<file path="config.mk">
export PLATFORM = sky130hd
export DESIGN_NAME = tpwm_core
export DESIGN_NICKNAME = d
export VERILOG_FILES = /design/src/tpwm_pkg.sv /design/src/tpwm_core.sv
export SDC_FILE = /design/constraint.sdc
export NUM_CORES = 1
export LEC_CHECK = 0
export BUFFER_PORTS_ARGS = -buffer_cell sky130_fd_sc_hd__buf_2
export CAP_MARGIN = 20
export CORE_UTILIZATION = 50
export CTS_CLUSTER_SIZE = 20
export DETAILED_ROUTE_END_ITERATION = 7
export PLACE_DENSITY_LB_ADDON = 0.05
export SYNTH_ARGS = -nofsm -noshare
export SYNTH_HDL_FRONTEND = slang
export SYNTH_SLANG_ARGS = --single-unit
</file>
<file path="constraint.sdc">
create_clock -name aclk -period 3 [get_ports aclk]
set_input_delay 0.3 -clock aclk [delete_from_list [all_inputs] [get_ports aclk]]
set_output_delay 0.3 -clock aclk [all_outputs]
set_load 0.02 [all_outputs]
</file>
<file path="src/tpwm_pkg.sv">
package tpwm_pkg;
   localparam int          TPWM_NCH         = 2;
   localparam int          TPWM_W           = 16;
   // Register byte offsets
   localparam logic [7:0]  TPWM_OFS_CTRL    = 8'h00;
   localparam logic [7:0]  TPWM_OFS_MOD     = 8'h04;
   localparam logic [7:0]  TPWM_OFS_CNT     = 8'h08;
   localparam logic [7:0]  TPWM_OFS_CH0SC   = 8'h0c;
   localparam logic [7:0]  TPWM_OFS_CH0VAL  = 8'h10;
   localparam logic [7:0]  TPWM_OFS_CH1SC   = 8'h14;
   localparam logic [7:0]  TPWM_OFS_CH1VAL  = 8'h18;
   localparam logic [7:0]  TPWM_OFS_STAT    = 8'h1c;
   // Timer control fields
   localparam int          TPWM_CTRL_RUN    = 0;
   // Channel status and control fields
   localparam int          TPWM_SC_EN       = 0;
   localparam int          TPWM_SC_HIGH     = 1;
   localparam int          TPWM_SC_TOGGLE   = 2;
   localparam int          TPWM_SC_BUF      = 3;
   localparam int          TPWM_SC_FLAG     = 7;
   // Status register fields (overflow flag is write one to clear; ACT1 is read only)
   localparam int          TPWM_ST_OVF      = 0;
   localparam int          TPWM_ST_ACT1     = 8;
   // Reset values
   localparam logic [TPWM_W-1:0] TPWM_MOD_RST = 16'hffff;
   localparam logic [TPWM_W-1:0] TPWM_VAL_RST = 16'h0000;
   localparam logic [1:0]  TPWM_RESP_OKAY   = 2'b00;
   localparam logic [1:0]  TPWM_RESP_SLVERR = 2'b10;
endpackage

</file>
<file path="src/tpwm_core.sv">
// The AXI4-Lite interface to the registers and the address map were decided locally.
`timescale 1ns/1ns
// Contract
// Each channel makes unbuffered PWM; rewriting its compare value changes the width.
// Unsynchronised writes act at once; a passed value gives no compare that period.
// A smaller width written after overflow may be passed and missed that period.
// Channel compare flag sets at the end of the pulse.
// Overflow flag sets at the end of the PWM period.
// Software shortens pulses from the compare handler.
// Software lengthens pulses from the overflow handler.
// Software should not use toggle mode for PWM.
// Channels 0 and 1 link into one buffered PWM on the channel 0 pin.
// Buffer select bit in channel 0 control establishes the link.
// After entering buffered mode, channel 0 value sets the width first.
// After a channel 1 write, channel 1 takes over at the next period.
// At each overflow the most recently written set becomes active.
// In buffered mode channel 0 control governs; channel 1 control has no effect.
// While buffered, the channel 1 pin is released for general use.
// Software writes only the inactive set while buffered.
// Output goes active at overflow and inactive at compare match.
module tpwm_core
   import tpwm_pkg::*;
(
   input  wire logic                 aclk,
   input  wire logic                 aresetn,
   input  wire logic [7:0]           s_axi_awaddr,
   input  wire logic                 s_axi_awvalid,
   output logic                      s_axi_awready,
   input  wire logic [31:0]          s_axi_wdata,
   input  wire logic [3:0]           s_axi_wstrb,
   input  wire logic                 s_axi_wvalid,
   output logic                      s_axi_wready,
   output logic [1:0]                s_axi_bresp,
   output logic                      s_axi_bvalid,
   input  wire logic                 s_axi_bready,
   input  wire logic [7:0]           s_axi_araddr,
   input  wire logic                 s_axi_arvalid,
   output logic                      s_axi_arready,
   output logic [31:0]               s_axi_rdata,
   output logic [1:0]                s_axi_rresp,
   output logic                      s_axi_rvalid,
   input  wire logic                 s_axi_rready,
   output logic                      chan0_pin,
   output logic                      chan0_pin_oe,
   output logic                      chan1_pin,
   output logic                      chan1_pin_oe
);
   import tpwm_pkg::*;

   function automatic logic [TPWM_W-1:0] merge16(input logic [TPWM_W-1:0] old,
                                                 input logic [31:0] d,
                                                 input logic [3:0] be);
      merge16 = old;
      if (be[0]) merge16[7:0] = d[7:0];
      if (be[1]) merge16[15:8] = d[15:8];
   endfunction

   // Only aligned words inside the map answer OKAY
   function automatic logic addr_ok(input logic [7:0] a);
      addr_ok = (a[1:0] == 2'b00) && (a <= TPWM_OFS_STAT);
   endfunction

   // A disabled channel drives its pin low whatever the polarity
   function automatic logic pin_level(input logic en, input logic lvl, input logic high_act);
      pin_level = en & (lvl ^ ~high_act);
   endfunction

   logic              run;
   logic [TPWM_W-1:0] modulo;
   logic [TPWM_W-1:0] count;
   logic [7:0]        sc [TPWM_NCH];
   logic [TPWM_W-1:0] val [TPWM_NCH];
   logic              ovf_flag;
   logic              active1;
   logic              last1;
   logic [TPWM_NCH-1:0] pwm;

   // AXI write path: address and data latched independently
   // A pending response holds off new requests, so one write at a time
   logic        aw_held;
   logic        w_held;
   logic [7:0]  aw_addr;
   logic [31:0] w_data;
   logic [3:0]  w_strb;
   logic        wr_go;
   logic        wr_ok;

   assign s_axi_awready = ~aw_held & ~s_axi_bvalid;
   assign s_axi_wready  = ~w_held & ~s_axi_bvalid;
   assign wr_go = aw_held & w_held & ~s_axi_bvalid;
   assign wr_ok = addr_ok(aw_addr);

   always_ff @(posedge aclk) begin
      if (!aresetn) begin
         aw_held <= 1'b0;
         w_held  <= 1'b0;
         aw_addr <= 8'h00;
         w_data  <= 32'h0000_0000;
         w_strb  <= 4'h0;
         s_axi_bvalid <= 1'b0;
         s_axi_bresp  <= TPWM_RESP_OKAY;
      end else begin
         if (s_axi_awvalid && s_axi_awready) begin
            aw_held <= 1'b1;
            aw_addr <= s_axi_awaddr;
         end
         if (s_axi_wvalid && s_axi_wready) begin
            w_held <= 1'b1;
            w_data <= s_axi_wdata;
            w_strb <= s_axi_wstrb;
         end
         if (wr_go) begin
            aw_held <= 1'b0;
            w_held  <= 1'b0;
            s_axi_bvalid <= 1'b1;
            s_axi_bresp  <= wr_ok ? TPWM_RESP_OKAY : TPWM_RESP_SLVERR;
         end else if (s_axi_bvalid && s_axi_bready) begin
            s_axi_bvalid <= 1'b0;
         end
      end
   end

   // One strobe per register except the counter, high only in the cycle the write lands
   logic we_ctrl, we_mod, we_sc0, we_sc1, we_v0, we_v1, we_stat;
   assign we_ctrl = wr_go && aw_addr == TPWM_OFS_CTRL;
   assign we_mod  = wr_go && aw_addr == TPWM_OFS_MOD;
   assign we_sc0  = wr_go && aw_addr == TPWM_OFS_CH0SC;
   assign we_v0   = wr_go && aw_addr == TPWM_OFS_CH0VAL;
   assign we_sc1  = wr_go && aw_addr == TPWM_OFS_CH1SC;
   assign we_v1   = wr_go && aw_addr == TPWM_OFS_CH1VAL;
   assign we_stat = wr_go && aw_addr == TPWM_OFS_STAT;
   logic [TPWM_NCH-1:0] we_sc;
   assign we_sc = {we_sc1, we_sc0};

   // Counter and period
   // Count runs 0..modulo, so the period is modulo plus one cycles
   logic overflow;
   logic buffered;
   assign overflow = run && (count == modulo);
   // Channel 0 control alone decides whether the pair is linked
   assign buffered = sc[0][TPWM_SC_BUF];

   always_ff @(posedge aclk) begin
      if (!aresetn) begin
         run    <= 1'b0;
         modulo <= TPWM_MOD_RST;
      end else begin
         if (we_ctrl && w_strb[0]) run <= w_data[TPWM_CTRL_RUN];
         if (we_mod) modulo <= merge16(modulo, w_data, w_strb);
      end
   end

   always_ff @(posedge aclk) begin
      if (!aresetn) begin
         count <= '0;
      end else if (!run) begin
         count <= '0;
      end else if (overflow) begin
         count <= '0;
      end else begin
         count <= count + 16'h0001;
      end
   end

   // Values take effect at once; no shadowing in unbuffered use
   // A width already passed this period waits for the next one
   always_ff @(posedge aclk) begin
      if (!aresetn) begin
         val[0] <= TPWM_VAL_RST;
         val[1] <= TPWM_VAL_RST;
      end else begin
         if (we_v0) val[0] <= merge16(val[0], w_data, w_strb);
         if (we_v1) val[1] <= merge16(val[1], w_data, w_strb);
      end
   end

   // Buffered set selection
   always_ff @(posedge aclk) begin
      if (!aresetn) begin
         active1 <= 1'b0;
         last1   <= 1'b0;
      end else if (!buffered) begin
         active1 <= 1'b0;
         last1   <= 1'b0;
      end else begin
         if (we_v1) last1 <= 1'b1;
         else if (we_v0) last1 <= 1'b0;
         // A value write on the overflow cycle itself counts as the latest
         if (overflow) active1 <= we_v1 ? 1'b1 : (we_v0 ? 1'b0 : last1);
      end
   end

   // Compare matches and flags
   logic [TPWM_NCH-1:0] match;
   logic [TPWM_W-1:0]   buf_val;
   assign buf_val  = active1 ? val[1] : val[0];
   assign match[0] = run && (count == (buffered ? buf_val : val[0]));
   // Channel 1 compare is silenced while linked so its flag stays quiet
   assign match[1] = run && !buffered && (count == val[1]);

   always_ff @(posedge aclk) begin
      if (!aresetn) begin
         sc[0] <= 8'h00;
         sc[1] <= 8'h00;
      end else begin
         for (int i = 0; i < TPWM_NCH; i++) begin
            if (we_sc[i] && w_strb[0]) begin
               sc[i][6:0] <= w_data[6:0];
               // Clear by writing zero; the later set below wins a tie
               if (!w_data[TPWM_SC_FLAG]) sc[i][TPWM_SC_FLAG] <= 1'b0;
            end
            if (match[i] && sc[i][TPWM_SC_EN])
               sc[i][TPWM_SC_FLAG] <= 1'b1;
         end
      end
   end

   always_ff @(posedge aclk) begin
      if (!aresetn) begin
         ovf_flag <= 1'b0;
      end else if (overflow) begin
         // Set beats a clear in the same cycle so no overflow is lost
         ovf_flag <= 1'b1;
      end else if (we_stat && w_strb[0] && w_data[TPWM_ST_OVF]) begin
         ovf_flag <= 1'b0;
      end
   end

   // Output waveform; toggle mode kept for completeness though it cannot self-correct
   // Match beats overflow: a compare at the modulus holds the output inactive
   always_ff @(posedge aclk) begin
      if (!aresetn) begin
         pwm <= '0;
      end else begin
         for (int i = 0; i < TPWM_NCH; i++) begin
            if (!sc[i][TPWM_SC_EN]) begin
               pwm[i] <= 1'b0;
            end else if (sc[i][TPWM_SC_TOGGLE]) begin
               if (match[i]) pwm[i] <= ~pwm[i];
            end else if (match[i]) begin
               pwm[i] <= 1'b0;
            end else if (overflow) begin
               pwm[i] <= 1'b1;
            end
         end
      end
   end

   // Channel 0 control steers the pair in buffered mode
   always_ff @(posedge aclk) begin
      if (!aresetn) begin
         chan0_pin    <= 1'b0;
         chan0_pin_oe <= 1'b0;
      end else begin
         chan0_pin    <= pin_level(sc[0][TPWM_SC_EN], pwm[0], sc[0][TPWM_SC_HIGH]);
         chan0_pin_oe <= sc[0][TPWM_SC_EN];
      end
   end

   // While the pair is linked the channel 1 pin enable is held low; the pin level still follows channel 1 control
   always_ff @(posedge aclk) begin
      if (!aresetn) begin
         chan1_pin    <= 1'b0;
         chan1_pin_oe <= 1'b0;
      end else begin
         chan1_pin    <= pin_level(sc[1][TPWM_SC_EN], pwm[1], sc[1][TPWM_SC_HIGH]);
         chan1_pin_oe <= sc[1][TPWM_SC_EN] && !buffered;
      end
   end

   // Read path
   logic [31:0] rd_mux;
   always_comb begin
      rd_mux = 32'h0000_0000;
      case (s_axi_araddr)
         TPWM_OFS_CTRL:   rd_mux = {31'h0, run};
         TPWM_OFS_MOD:    rd_mux = {16'h0, modulo};
         TPWM_OFS_CNT:    rd_mux = {16'h0, count};
         TPWM_OFS_CH0SC:  rd_mux = {24'h0, sc[0]};
         TPWM_OFS_CH0VAL: rd_mux = {16'h0, val[0]};
         TPWM_OFS_CH1SC:  rd_mux = {24'h0, sc[1]};
         TPWM_OFS_CH1VAL: rd_mux = {16'h0, val[1]};
         TPWM_OFS_STAT:   rd_mux = {23'h0, active1, 7'h0, ovf_flag};
         default:         rd_mux = 32'h0000_0000;
      endcase
   end

   // Read data is captured on acceptance and stands until taken
   assign s_axi_arready = ~s_axi_rvalid;

   always_ff @(posedge aclk) begin
      if (!aresetn) begin
         s_axi_rvalid <= 1'b0;
         s_axi_rdata  <= 32'h0000_0000;
         s_axi_rresp  <= TPWM_RESP_OKAY;
      end else if (s_axi_arvalid && s_axi_arready) begin
         s_axi_rvalid <= 1'b1;
         s_axi_rdata  <= rd_mux;
         s_axi_rresp  <= addr_ok(s_axi_araddr) ? TPWM_RESP_OKAY : TPWM_RESP_SLVERR;
      end else if (s_axi_rvalid && s_axi_rready) begin
         s_axi_rvalid <= 1'b0;
      end
   end
endmodule

</file>
==> results.yml <==
power_and_ir_drop:
  p_leak_nw: 2.954
  vdd_drop_max_mv: 0.4908
  finalPower_mw: 4.520
  power_density_nw_per_um2: 590.1
global_route:
  grt_pass1_vias: 4636
  track_usage_pct: 26.20
  grt_pass1_wl_um: 25900
  grt_overflow: 0
  grt_max_degree: 51
  antenna_found_initial: 0
critical_path:
  cp.required_ns: 3.09
  cp-start-kind: "register"
  cp_common_cell: "a2111oi_4"
  crit_arrival_ns: 2.64
  rrSetupSlack_ns: 0.44
  reg2reg_to: "sc[0][7]$_SDFFCE_PN0P_"
  crit_type: "register to register"
  worstPathMaxFanout: 7
  cp_cell_sequence: "and2_1, a2111oi_4, o22ai_1, a2111oi_4, nand3_1, o311ai_1"
  setup.worst_path.start: "sc[0][3]$_DFFE_PP_"
  critPathTopFamily: "compound AO/OA/AOI/OAI gates"
  crit_path_top_delay_cell: "a2111oi_4"
  cp.buffers_inverters: 0
  max_stage_delay_ns: 0.55
  critPathCaptureType: "register"
  reg2reg_depth: 6
  regToRegStartpoint: "sc[0][3]$_DFFE_PP_"
logic_synthesis:
  syn_area_per_cell_um2: 9.747
  yosysSeqAreaShare_pct: 48.86
  yosys_warnings: 0
  async_flop_share_pct: 0
  syn_area_um2: 6638
  synth_edf_count: 48
  synth_ff_type: "dfxtp_1"
  yosysTopAreaCellShare_pct: 27.14
  yosys.area.top_type: "dfxtp_1"
  synth_cell_type_count: 62
  synth.most_common_cell: "nand2_1"
  synth_area_leaders: "dfxtp_1 27%, edfxtp_1 22%, mux2i_1 6.5%"
  ys_top_cells_by_count: "97 x nand2_1, 90 x dfxtp_1, 54 x nor2_1"
  synth_seq_cells: 138
  synthCells: 681
floorplan:
  num_rows: 41
  dieWidth_um: 117.2
  start_util_pct: 51.96
  die_height_um: 117.2
  core_um2: 12770
  ios: 104
  dieArea_um2: 13740
detailed_routing:
  dr_wl_met2_um: 7907
  met1Wirelength_um: 7945
  antenna_left: 0
  top_layer_used: "met4"
  vias: 4989
  wl_met3_um: 723
  routed_wirelength_um: 16910
  routedWlPerCell_um: 18.32
  drt_iter0_markers: 354
  first_pass_iters: 5
  drc: 0
  via_per_inst: 5.405
clock_network:
  postCtsSetupBuffers: 0
  clkTransAtPathRegs_ns: 0.06
  clk-insertion-delay-late_ns: 0.42
  htreeDepth: 4
  postCtsHoldBufs: 0
  clockBufferDepth: 2
  cts-root-buf: "clkbuf_16"
  cts_buffers: 17
  numClockSinks: 138
  cts_resized: 0
  cts_tree: "built"
layout:
  fin_area_um2: 7660
  postLayoutCoreUtil_pct: 59.97
  antennaDiodeCount: 0
  drive_gt1_share_pct: 17.98
  fillers: 1166
  post_layout_nonfiller_instances: 923
  final_nets: 798
  area_delta_synth_final_pct: 15.40
sta:
  hold_viol: 0
  clock_skew_ns: 0.008865
  tightest_slew_ns: 0.7139
  rsz0062_at_grt: "no"
  fin_crit_sh_pct: 85.18
  max-slew-margin-rel_pct: 52.27
  setup_viol: 0
  slew_violations: 0
  max_freq_ghz: 0.3913
  post-route-min-period_ns: 2.555
  setup_tns_ns: 0
placement:
  gp_congestion: 0.9152
  place_area_um2: 7036
  dp_hpwl_um: 13080
  place_inst: 891
  portBuffers: 67
worst_hold_path:
  hold_path_end: "s_axi_rvalid$_SDFFE_PN0P_"
  whs_path_depth: 2
  hp-start: "s_axi_rready"
  holdCritPathClass: "primary input to register"
job:
  maxCapViolCount: 0
outcome:
  status: "finished, final reports clean"
==> power by group <==
part           total (mW)  internal, mW  leakage, nW  switching (mW)
sequential           2.04          1.99         1.23          0.0499
clock                2.20          1.40        0.296           0.803
combinational       0.282         0.102         1.43           0.181
total                4.52          3.49         2.95            1.03
==> logic make-up after synthesis <==
kind of cell | Yosys count | synth area share (%)
AOI/OAI and AO/OA | 113 | 11.65
xor gates and xnor gates | 56 | 7.389
adders and majority gates | 1 | 0.1885
buffers and inverters | 72 | 5.410
DFF | 138 | 48.86
muxes | 51 | 8.011
other | 1 | 0.05650
and+or+nand+nor | 249 | 18.44
==> placed cells by master (no fill, tap or decap), types with 5 or more instances in the layout <==
cell / Yosys / layout
clkbuf_16: 0 / 17
nor4_1: 5 / 5
conb_1: 1 / 18
mux2i_1: 43 / 43
buf_2: 3 / 67
nor2_1: 54 / 54
buf_4: 18 / 12
edfxtp_1: 48 / 48
mux2_2: 6 / 6
and2_1: 20 / 20
inv_1: 12 / 12
a21boi_1: 7 / 7
nand2b_1: 9 / 9
nor3_1: 8 / 8
xnor2_1: 14 / 14
dfxtp_1: 90 / 90
xor2_1: 42 / 42
a21oi_1: 40 / 40
nand3_1: 12 / 12
o21ai_0: 19 / 19
nand2_1: 97 / 97
a221o_1: 8 / 8
o22ai_1: 5 / 5
and3_1: 6 / 6
a22oi_1: 14 / 14
or3_1: 5 / 5
==> metrics by stage <==
step / setup WS [ns] / hold slack (ns)
CTS: 0.4372 / 0.05193
finish: 0.4447 / 0.06878
global route: 0.3004 / 0.06390
floorplan: 0.6478 / 0.4001
global placement: 0.5030 / 0.4383
detailed placement: 0.4504 / 0.4488
==> final cells by class <==
| type | count | area, um2 | share of cell area [%] |
|---|---|---|---|
| tap | 172 | 215.2 | 2.810 |
| clock inverter | 13 | 191.4 | 2.499 |
| inverter | 14 | 52.55 | 0.6860 |
| timing repair buffer | 79 | 425.4 | 5.554 |
| multi-input combinational | 488 | 3099 | 40.46 |
| sequential | 138 | 3243 | 42.34 |
| clock buffer | 19 | 432.9 | 5.652 |
==> per-layer routing <==
metal	GRT usage (%)	up-vias
li1	-	2460
met1	34.87	2360
met2	42.04	146
met3	5.819	23
met4	9.030	0
met5	0	-
==> worst register-to-register path, cell delays in order (launching register included) <==
cell and delay (ns):
edfxtp_1 0.51, and2_1 0.33, a2111oi_4 0.35, o22ai_1 0.19, a2111oi_4 0.55, nand3_1 0.17
o311ai_1 0.13
==> worst max-delay path by stage <==
| stage | end | slack [ns] | cells past startpoint |
|---|---|---|---|
| floorplan | val[0][10]$_SDFFCE_PP0P_ | 0.65 | 4 |
| global placement | sc[0][7]$_SDFFCE_PN0P_ | 0.50 | 6 |
| detailed placement | sc[0][7]$_SDFFCE_PN0P_ | 0.45 | 6 |
| CTS | sc[0][7]$_SDFFCE_PN0P_ | 0.44 | 6 |
| global route | sc[0][7]$_SDFFCE_PN0P_ | 0.30 | 6 |
| finish | sc[0][7]$_SDFFCE_PN0P_ | 0.44 | 6 |
==> sequential cells by signal, summed over array words and instances, names as in the netlist, 2 cells and up <==
register	flops
modulo	16
val	32
s_axi_rdata	16
count	16
sc	16
w_data	16
aw_addr	8
pwm	2
w_strb	2
Note: power is estimated with default switching activity, not from simulation.
